--- config.mk ---
export PLATFORM = sky130hd
export DESIGN_NAME = serial_audio_output_port_ctrl
export DESIGN_NICKNAME = d
export VERILOG_FILES = /design/src/logic/serial_audio_output_port_ctrl.v
export VERILOG_INCLUDE_DIRS = /design/src /design/src/logic
export SDC_FILE = /design/constraint.sdc
export NUM_CORES = 1
export LEC_CHECK = 0
export ABC_AREA = 0
export BUFFER_PORTS_ARGS = -buffer_cell sky130_fd_sc_hd__buf_2
export CORE_ASPECT_RATIO = 0.5
export CORE_MARGIN = 1.5
export CORE_UTILIZATION = 30
export CTS_CLUSTER_DIAMETER = 40
export DETAILED_ROUTE_END_ITERATION = 10
export SLEW_MARGIN = 20
export SYNTH_ARGS = -nofsm -noshare
export SYNTH_HDL_FRONTEND = slang
export SYNTH_SLANG_ARGS = --single-unit
export TNS_END_PERCENT = 5
--- constraint.sdc ---
create_clock -name clk_in -period 14.5 [get_ports clk_in]
set_input_delay 2.9 -clock clk_in [delete_from_list [all_inputs] [get_ports clk_in]]
set_output_delay 2.9 -clock clk_in [all_outputs]
set_load 0.005 [all_outputs]
--- src/logic/sao_map.vh ---
`ifndef SAO_MAP_VH
`define SAO_MAP_VH
// =====================================================================
// Register indices (byte address is four times the index)
// =====================================================================
`define IDX_CORE_CONTROL 14'h081c
`define IDX_PORT_STATUS 14'h081d
`define IDX_SERIAL_OUTPUT_CONTROL 14'h081e
// =====================================================================
// Reset values and writable masks
// =====================================================================
`define RST_CORE_CONTROL 2'h0
`define RST_SERIAL_OUTPUT_CONTROL 16'h0000
`define MASK_SERIAL_OUTPUT_CONTROL 16'h3fff
// =====================================================================
// Output control field positions
// =====================================================================
`define F_WCLK_POL 13
`define F_BCLK_EDGE 12
`define F_MASTER 11
`define F_BDIV_HI 10
`define F_BDIV_LO 9
`define F_WDIV_HI 8
`define F_WDIV_LO 7
`define F_FSYNC 6
`define F_TDM 5
`define F_MSB_HI 4
`define F_MSB_LO 2
`define F_WLEN_HI 1
`define F_WLEN_LO 0
// =====================================================================
// Core rate figures
// =====================================================================
`define PROG_LEN_1X 11'h400
`define PROG_LEN_2X 11'h200
`define PROG_LEN_4X 11'h100
`define CONV_KHZ_1X 8'h30
`define CONV_KHZ_2X 8'h60
`define CONV_KHZ_4X 8'hc0
// Slot length in bit clocks for pulse framing and multiplexed mode.
`define SLOT_BITS 6'h20
`endif

--- src/logic/serial_audio_output_port_ctrl.v ---
// Implementation choice: the APB slave port.
`timescale 1ns/1ps
`include "sao_map.vh"

// Function
// RL1 - Rate field picks 1024, 512, 256 instructions
// RL2 - Double rate 96 kHz, quadruple 192 kHz
// RL3 - Single rate suits 48 or 44.1 kHz
// RL4 - Sixteen-bit control register, reset zero, layout
// RL5 - Polarity bit decides which half is left
// RL6 - Edge bit picks falling or rising launch
// RL7 - Slave after reset; clocks driven only when master
// RL8 - Master bit clock divides internal clock 16..2
// RL9 - Master word clock divides by 1024, 512, 256
// RL10 - Divider fields act only in master mode
// RL11 - Frame sync: 50% clock or frame pulse
// RL12 - Multiplexed mode sends one stream on pin zero
// RL13 - MSB first, delay by 1, 0, 8, 12, 16
// RL14 - Word length 24, 20, 16; zeros after LSB
// RL15 - Software avoids word divider code three
module serial_audio_output_port_ctrl #(
    parameter NPINS = 4,
    parameter WBITS = 24
) (
    // Clock and reset; the clock stands for the internal 1024 x fs clock.
    input wire clk_in,
    input wire nrst_in,
    // APB slave.
    input wire psel_in,
    input wire penable_in,
    input wire pwrite_in,
    input wire [15:0] paddr_in,
    input wire [31:0] pwdata_in,
    output reg [31:0] prdata_out,
    output wire pready_out,
    output reg pslverr_out,
    // Core rate results.
    output reg [10:0] prog_len_out,
    output reg [7:0] conv_khz_out,
    // Serial clock pins, split into input, output and enable.
    input wire bclk_in,
    output wire bclk_out,
    output wire bclk_oe_out,
    input wire wclk_in,
    output wire wclk_out,
    output wire wclk_oe_out,
    // Sample words, pin i takes bits [i*WBITS +: WBITS].
    input wire [NPINS*WBITS-1:0] left_data_in,
    input wire [NPINS*WBITS-1:0] right_data_in,
    // Serial data pins; pin zero carries the multiplexed stream.
    output wire [NPINS-1:0] sdata_out
);

// =====================================================================
// Register file
// =====================================================================
reg [1:0] core_rate_select_r;
reg [15:0] out_ctrl_r;
wire [13:0] idx = paddr_in[15:2];
wire setup = psel_in & ~penable_in;
wire hit_core = (idx == `IDX_CORE_CONTROL);
wire hit_stat = (idx == `IDX_PORT_STATUS);
wire hit_out = (idx == `IDX_SERIAL_OUTPUT_CONTROL);
wire mapped = hit_core | hit_stat | hit_out;
wire [31:0] status_word;

// Zero wait states: the answer is ready in every access phase.
assign pready_out = 1'b1;

// Writes commit in the access phase; read data is captured at setup.
always @(posedge clk_in or negedge nrst_in) begin
    if (!nrst_in) begin
        core_rate_select_r <= `RST_CORE_CONTROL;
        out_ctrl_r <= `RST_SERIAL_OUTPUT_CONTROL; // RL4
        prdata_out <= 32'h0000_0000;
        pslverr_out <= 1'b0;
    end else begin
        if (psel_in & penable_in & pwrite_in) begin
            if (hit_core) begin
                core_rate_select_r <= pwdata_in[1:0];
            end
            if (hit_out) begin
                // Top two bits are not stored and read back as zero.
                out_ctrl_r <= pwdata_in[15:0] & `MASK_SERIAL_OUTPUT_CONTROL; // RL4
            end
        end
        if (setup) begin
            pslverr_out <= ~mapped;
            if (pwrite_in | ~mapped) begin
                prdata_out <= 32'h0000_0000;
            end else if (hit_core) begin
                prdata_out <= {30'h0, core_rate_select_r};
            end else if (hit_stat) begin
                prdata_out <= status_word;
            end else begin
                prdata_out <= {16'h0, out_ctrl_r};
            end
        end
    end
end

// =====================================================================
// Core rate decode
// =====================================================================
// Reserved code three falls back to the single-rate figures.
always @* begin
    case (core_rate_select_r) // RL1 RL2
        2'h1: begin
            prog_len_out = `PROG_LEN_2X;
            conv_khz_out = `CONV_KHZ_2X;
        end
        2'h2: begin
            prog_len_out = `PROG_LEN_4X;
            conv_khz_out = `CONV_KHZ_4X;
        end
        default: begin
            prog_len_out = `PROG_LEN_1X;
            conv_khz_out = `CONV_KHZ_1X;
        end
    endcase
end

// =====================================================================
// Control fields
// =====================================================================
wire word_clock_polarity = out_ctrl_r[`F_WCLK_POL];
wire bit_clock_edge_select = out_ctrl_r[`F_BCLK_EDGE];
wire master = out_ctrl_r[`F_MASTER];
wire [1:0] bit_clock_divider = out_ctrl_r[`F_BDIV_HI:`F_BDIV_LO];
wire [1:0] word_clock_divider = out_ctrl_r[`F_WDIV_HI:`F_WDIV_LO];
wire frame_sync_type = out_ctrl_r[`F_FSYNC];
wire tdm = out_ctrl_r[`F_TDM];
wire [2:0] msb_delay = out_ctrl_r[`F_MSB_HI:`F_MSB_LO];
wire [1:0] output_word_length = out_ctrl_r[`F_WLEN_HI:`F_WLEN_LO];

// =====================================================================
// Master clock generation
// =====================================================================
reg [9:0] icnt_r;
reg gen_bclk;
reg gen_half;
reg [9:0] bper;
reg [9:0] wmask;
always @(posedge clk_in or negedge nrst_in) begin
    if (!nrst_in) begin
        icnt_r <= 10'h000;
    end else begin
        icnt_r <= icnt_r + 10'h001;
    end
end

// A free-running count gives both clocks phase-locked at no extra cost.
always @* begin
    case (bit_clock_divider) // RL8
        2'h0: begin
            gen_bclk = icnt_r[3];
            bper = 10'h010;
        end
        2'h1: begin
            gen_bclk = icnt_r[2];
            bper = 10'h008;
        end
        2'h2: begin
            gen_bclk = icnt_r[1];
            bper = 10'h004;
        end
        default: begin
            gen_bclk = icnt_r[0];
            bper = 10'h002;
        end
    endcase
    // Reserved code three is treated like code zero.
    case (word_clock_divider) // RL9 RL15
        2'h1: begin
            gen_half = icnt_r[8];
            wmask = 10'h1ff;
        end
        2'h2: begin
            gen_half = icnt_r[7];
            wmask = 10'h0ff;
        end
        default: begin
            gen_half = icnt_r[9];
            wmask = 10'h3ff;
        end
    endcase
end

// Pulse framing is high for one bit clock at the start of the frame.
wire gen_pulse = ((icnt_r & wmask) < bper);
wire gen_wclk = frame_sync_type ? gen_pulse : gen_half; // RL11

assign bclk_oe_out = master; // RL7
assign wclk_oe_out = master; // RL7
assign bclk_out = master & gen_bclk; // RL10
assign wclk_out = master & gen_wclk; // RL10

// =====================================================================
// Serialiser
// =====================================================================
// In slave mode the pins are sampled directly; dividers are ignored.
wire bclk_now = master ? gen_bclk : bclk_in; // RL10
wire wclk_now = master ? gen_wclk : wclk_in;
reg bclk_d_r;
reg wclk_d_r;
reg right_r;
reg [2:0] slot_r;
reg [5:0] pos_r;
reg [NPINS-1:0] sd_r;
wire fall = bclk_d_r & ~bclk_now;
wire rise = ~bclk_d_r & bclk_now;
wire launch = bit_clock_edge_select ? rise : fall; // RL6
wire wedge = wclk_now ^ wclk_d_r;
wire frame_start = frame_sync_type & wclk_now & ~wclk_d_r;
wire slot_wrap = (frame_sync_type | tdm) & (pos_r == `SLOT_BITS - 6'h1);
wire new_frame = frame_sync_type ? frame_start : wedge;
wire [5:0] pos_now = new_frame ? 6'h00 :
    (slot_wrap ? 6'h00 : ((pos_r == 6'h3f) ? pos_r : pos_r + 6'h01));
// Side and slot as they stand after this launch, so that the first bit
// of a frame already takes the new word and not the one before it.
// Polarity zero: low word clock carries left data.
wire right_now = new_frame ?
    (frame_sync_type ? 1'b0 : (wclk_now ^ word_clock_polarity)) :
    (slot_wrap ? ~right_r : right_r); // RL5 RL11
wire [2:0] slot_now = new_frame ? 3'h0 :
    (slot_wrap ? slot_r + 3'h1 : slot_r);

// Track half-frame side, multiplexed slot and bit position per launch.
always @(posedge clk_in or negedge nrst_in) begin
    if (!nrst_in) begin
        bclk_d_r <= 1'b0;
        wclk_d_r <= 1'b0;
        right_r <= 1'b0;
        slot_r <= 3'h0;
        pos_r <= 6'h00;
    end else begin
        bclk_d_r <= bclk_now;
        if (launch) begin
            wclk_d_r <= wclk_now;
            pos_r <= pos_now;
            right_r <= right_now;
            slot_r <= slot_now;
        end
    end
end

// Delay and word length decode; reserved codes take the first choice.
reg [5:0] delay;
reg [5:0] wlen;
always @* begin
    case (msb_delay) // RL13
        3'h1: delay = 6'd0;
        3'h2: delay = 6'd8;
        3'h3: delay = 6'd12;
        3'h4: delay = 6'd16;
        default: delay = 6'd1;
    endcase
    case (output_word_length) // RL14
        2'h1: wlen = 6'd20;
        2'h2: wlen = 6'd16;
        default: wlen = 6'd24;
    endcase
end

wire [5:0] bit_idx = pos_now - delay;
wire bit_valid = (pos_now >= delay) & (bit_idx < wlen); // RL14
wire [4:0] msb_idx = 5'd23 - bit_idx[4:0]; // RL13

// One data path per pin; pin zero switches to slot order when muxed.
genvar gi;
generate
    for (gi = 0; gi < NPINS; gi = gi + 1) begin : g_pin
        wire [2:0] sel = (tdm && gi == 0) ? slot_now :
            {gi[1:0], right_now};
        wire [WBITS-1:0] word = sel[0] ?
            right_data_in[sel[2:1]*WBITS +: WBITS] :
            left_data_in[sel[2:1]*WBITS +: WBITS];
        always @(posedge clk_in or negedge nrst_in) begin
            if (!nrst_in) begin
                sd_r[gi] <= 1'b0;
            end else if (launch) begin
                if (tdm && gi != 0) begin
                    sd_r[gi] <= 1'b0; // RL12
                end else begin
                    sd_r[gi] <= bit_valid & word[msb_idx]; // RL12 RL13 RL14
                end
            end
        end
    end
endgenerate

assign sdata_out = sd_r;
assign status_word = {24'h0, slot_r, right_r, 3'h0, master};

endmodule // serial_audio_output_port_ctrl

**Word-level counts from Yosys, hierarchy flattened**

Cells that the tools add are included.

- Register bits after elaboration: 75
- Output and inout bits: 61
- Bits in latches: 0
- Memories kept: 0
- Memory bits (read-only): 0
- Bits of input ports: 247
- Word-level logic and storage cells: 114
- Memory bits (writable): 0

- Div/mod/pow operators: 0
- Add/subtract/negate cells: 5
- Multiplexer cells: 40
- Bitwise logic cells: 28
- Equality and inequality tests: 17
- Shift-type cells: 2
- $lt $le $gt $ge: 4
- Reduce and logical (&&, ||, !) cells: 3
- Multiply operators: 1

Operators by type and width:

| kind | count |
|---|---|
| 96-bit by 8-bit variable part select with 24-bit output | 2 |
| 24-bit 2-to-1 mux | 4 |
| 32-bit 2-to-1 mux | 2 |
| 14-bit by 12-bit equality test with 1-bit output (second input constant) | 3 |
| 11-bit one-hot mux with 2 select lines | 1 |
| 1-bit binary-select mux with 5-bit select | 4 |
| 10-bit one-hot mux with 2 select lines | 1 |
| 5-bit one-hot mux with 4 select lines | 1 |
| 6-bit 2-to-1 mux | 3 |
| 8-bit one-hot mux with 2 select lines | 1 |
| 1-bit bitwise AND | 15 |
| 1-bit 2-to-1 mux | 15 |
| 5-bit one-hot mux with 3 select lines | 1 |
| 14-bit 2-to-1 mux | 1 |
| 10-bit by 1-bit adder with 10-bit output (second input constant) | 1 |
| 10-bit bitwise AND | 1 |
| 10-bit less-than comparator | 1 |
| 3-bit 2-to-1 mux | 3 |
| 2-bit by 1-bit equality test with 1-bit output (second input constant) | 4 |
| 2-bit equality test (second input constant) | 4 |
| 4-bit one-hot mux with 2 select lines | 1 |
| 6-bit by 1-bit adder with 6-bit output (second input constant) | 1 |
| 3-bit by 2-bit equality test with 1-bit output (second input constant) | 2 |
| 6-bit by 5-bit equality test with 1-bit output (second input constant) | 1 |
| other kinds (17) | 27 |

**Logic depth before layout (Yosys ltp)**

- Depth in word-level cells: 17
- Depth in mapped cells: 24

**Worst setup path before layout**

No wires, ideal clock.

- Path kind: input to register
- Start: input wclk_in
- End: register sd_r[0] (netlist: sdata_out[0])
- Slack: 7.614 ns
- Cell stages on the path: 21
- Setup time: 0.092 ns
- Path buffers: 2
- Arrival time: 6.794 ns
- Cell sequence: nor2b_1 -> and2_1 -> o32ai_1 -> or2_2 -> clkbuf_1 -> nand2_1 -> a21oi_1 -> ha_1 -> nand2_1 -> o21ai_0 -> a41o_1 -> or2_1 -> buf_2 -> inv_1 -> ha_1 -> a21oi_1 -> a21oi_1 -> or3_1 -> a41o_1 -> a211o_1 -> o31ai_2

- Elaborated cells on any way between the ends: 23
- Classes of those cells: add/sub (2); mul (1); order compare (2); shift (2); mux (10); bitwise (6)

RTL lines:

| what | line | text |
|---|---|---|
| from (decl) | serial_audio_output_port_ctrl.v:44 | `input wire wclk_in,` |
| 1-bit 2-to-1 mux (*) | serial_audio_output_port_ctrl.v:203 | `wire wclk_now = master ? gen_wclk : wclk_in;` |
| 1-bit bitwise AND (2 in series) | serial_audio_output_port_ctrl.v:214 | `wire frame_start = frame_sync_type & wclk_now & ~wclk_d_r;` |
| 1-bit 2-to-1 mux (*) | serial_audio_output_port_ctrl.v:216 | `wire new_frame = frame_sync_type ? frame_start : wedge;` |
| 6-bit 2-to-1 mux (*) | serial_audio_output_port_ctrl.v:217 | `wire [5:0] pos_now = new_frame ? 6'h00 :` |
| named net pos_now[2] | serial_audio_output_port_ctrl.v:217 |  |
| 6-bit subtractor | serial_audio_output_port_ctrl.v:265 | `wire [5:0] bit_idx = pos_now - delay;` |
| 5-bit subtractor | serial_audio_output_port_ctrl.v:267 | `wire [4:0] msb_idx = 5'd23 - bit_idx[4:0];` |
| 1-bit binary-select mux with 5-bit select | serial_audio_output_port_ctrl.v:285 | `sd_r[gi] <= bit_valid & word[msb_idx];` |
| 1-bit 2-to-1 mux (implied by the code) | serial_audio_output_port_ctrl.v:285 |  |
| 1-bit bitwise AND (*) | serial_audio_output_port_ctrl.v:285 |  |
| to (signal, indexed assignment) | serial_audio_output_port_ctrl.v:285 |  |
| to (decl) | serial_audio_output_port_ctrl.v:209 | `reg [NPINS-1:0] sd_r;` |

Mark *: on every way through the listed nets, which the timed path passes. The rest lies on a longest branch. The select of a mux whose other input is x is not followed.
A chain may end at the register's enable or synchronous reset.

**Worst setup path in the final report**

Ends and elaborated chain as after synthesis.

==> flow_summary.ini <==
[run_status]
outcome = finished, final reports clean

[setup_path]
cp.required_ps = 14690
path_class = primary input to flip-flop
critPathMaxFanout = 8
cp.arrival_ps = 7610
crit_path_end_kind = flip-flop
start_kind = primary input

[sta]
relSlewSlack = 0.2485
fmax_mhz = 134.7
slew_viol_final = 0
finalHoldViolCount = 0
setup_tns_ps = 0
setup_viol = 0
rsz0062_at_grt = false
min_period_ps = 7423
clock_skew_ps = 3.800
tightestPinTransition_ps = 1125
post-route-period-util = 0.5119

[route]
wl_per_cell_um = 20.19
drtIter0Drc = 581
drt_pre_antenna_iters = 5
via_count = 6755
postRouteAntennaNets = 0
via_per_inst = 5.587
routed_wl_mm = 24.40
drc_errors = 0

[finish]
drive_gt1_frac = 0.3807
area_delta_synth_final_pct = 26.34
multi_input_area_um2 = 4622
post-route-util = 0.3918
final_cell_mix = buf_2, mux2i_1, nand2_1
mostFrequentLayoutCell = buf_2
fin_nets = 1196
regArea_um2 = 1426
fillCellCount = 2159

[floorplan]
initial_core_util = 0.3101
core_area_um2 = 20790
dieArea_um2 = 22430
die_x_um = 210.3
ios = 308
fp.dieH_um = 106.7
rows = 37

[placed_design]
numPortBuffers = 256
hpwl_mm = 19.32
place.gp.congestion = 0.8885

[logic_synthesis]
synthArstFlopShare = 1.000
synth_xor_area_frac = 0.02446
synth.mux.area_fraction = 0.2937
synth-edff-count = 0
synth_seq_cells = 57
synthAdderAreaFrac = 0.03688
synthCells = 699
synth_compound_area_frac = 0.1803
seq_area_frac_synth = 0.2213
syn_area_um2 = 6446
syn_avg_cell_area_um2 = 9.222
ys.flop_type = dfrtp_1
synthDistinctLibCells = 72
synth_top_family_by_area = multiplexers
synth.yosys.warnings = 0
synth-simple-area-share = 0.1570

[global_route]
grt_max_degree = 58
grt_remaining_overflow = 0
antenna_found_initial = 1
grt_pass1_wl_mm = 36.94
grt_pass1_vias = 6671
grt_use_total = 0.2142

[power_and_ir_drop]
p_per_area_nw_per_um2 = 61.12
leakagePower_uw = 0.004240
power_frac_comb = 0.231
pwr-share-seq = 0.326
ir_worst_vdd_mv = 0.05318
switching_share = 0.2653
clkPwrFrac = 0.443
p_int_uw = 365.7
p_switching_uw = 132.1

[clock_tree]
ctsHoldBuffers = 0
insertion_delay_ps = 320
cts_sinks = 57
clk_pin_slew_ps = 50
cts_buffers = 9
htreeDepth = 3
cts_resized = 0
clockBufferDepth = 2
cts-root-buf = clkbuf_16
post_cts_buffers = 0
cts_tree = done

[worst_hold_path]
hold_path_class = flip-flop to flip-flop

[job]
maxCapViolCount = 0
cell families after synthesis:
kind of cell,count (synthesis)
AND/OR/NAND/NOR,206
AO/OA/AOI/OAI,171
multiplexers,131
buffers and inverters,95
flip-flops,57
adder cells (fa/ha/maj),19
XOR/XNOR,18
other,2
critical path, cell delays in order:
cell and delay (ps):
buf_2 80, nor2b_1 230, nor3_1 130, o32ai_1 660, or2_2 330, nand2_1 110, a21oi_1 200, ha_1 370
nor2b_1 180, o21ai_0 160, nand2b_1 100, xnor2_1 540, inv_1 190, nor3_1 670, nand2_1 160, nor4_1 310
nor2_1 80, o211ai_1 100, o31ai_2 100
routing by layer:
layer  vias up  wire (um)  GRT usage
li1       3080          -          -
met1      3296      10940     0.2950
met2       334      11210     0.3474
met3        45       1622    0.02636
met4         0        629    0.07554
met5         -          0          0
cell usage after synthesis, types with 4 or more instances:
master    number  area, um^2
a21oi_1       31       155.2
a222oi_1       4       40.04
a22o_1        10       87.58
a22oi_1       16       120.1
a32o_1         4       40.04
and3_1         7       43.79
buf_2         10       50.05
buf_4         38       285.3
clkbuf_1      22       82.58
dfrtp_1       57        1426
ha_1          19       237.7
inv_1         19       71.32
mux2_2        15       168.9
mux2i_1       71       710.7
mux4_2        45        1013
nand2_1       68       255.2
nand2b_1       9       56.30
nand3_1       31       155.2
nand4_1        6       37.54
nor2_1        32       120.1
nor2b_1        9       56.30
nor3_1        14       70.07
nor4_1         6       37.54
o21ai_0       46       230.2
o21ai_1        4       20.02
o221ai_1       4       35.03
o22ai_1       12       75.07
or3_1          4       25.02
xnor2_1       12       105.1
xor2_1         6       52.55
registers in the layout, indices dropped and copies added (netlist names):
| register | count |
|---|---|
| sdata_out | 4 |
| out_ctrl_r | 14 |
| right_r | 1 |
| pos_r | 6 |
| bclk_d_r | 1 |
| icnt_r | 10 |
| prdata_out | 14 |
| wclk_d_r | 1 |
| pslverr_out | 1 |
| core_rate_select_r | 2 |
| slot_r | 3 |
stage by stage:
stage | cell area [um^2] | setup slack, ps | hold WS (ps) | cells | total power (uW)
floorplan | 6555 | 7614 | 460.2 | 728 | 225.2
global placement | 7807 | 7019 | 464.0 | 1192 | 277.7
detailed placement | 7819 | 6877 | 475.7 | 1192 | 279.3
CTS | 8135 | 7168 | 487.3 | 1208 | 501.5
global route | 8144 | 6673 | 505.0 | 1209 | 517.2
finish | 8144 | 7077 | 481.8 | 1209 | 497.7
path summary, 6_finish.rpt:
path                                start       endpoint  slack [ps]  cells past startpoint
max                               wclk_in   sdata_out[0]        7080                     19
min                           pslverr_out    pslverr_out         480                      2
max reg2reg                out_ctrl_r[10]   sdata_out[0]        8870                     20
min reg2reg                   pslverr_out    pslverr_out         480                      2
max in group asynchronous         nrst_in       pos_r[2]       11270                      2
min in group asynchronous         nrst_in  prdata_out[2]        2720                      2
power groups by stage:
stage	Clock (uW)	Combinational, uW	Sequential, uW
after floorplan	0	60.4	165
after global placement	0	113	165
after detailed placement	0	114	165
after CTS	225	114	163
after global routing	231	124	163
final	220	115	163
area by class of cell:
cell class / instances / share of cell area
Antenna cell: 1 / 0.0003073
Inverter: 19 / 0.008757
Timing Repair Buffer: 267 / 0.1675
Clock buffer: 12 / 0.03272
Sequential cell: 57 / 0.1751
Clock inverter: 4 / 0.006145
Multi-Input combinational cell: 576 / 0.5675
Tap cell: 273 / 0.04194
Power figures use the tool's default switching activity.
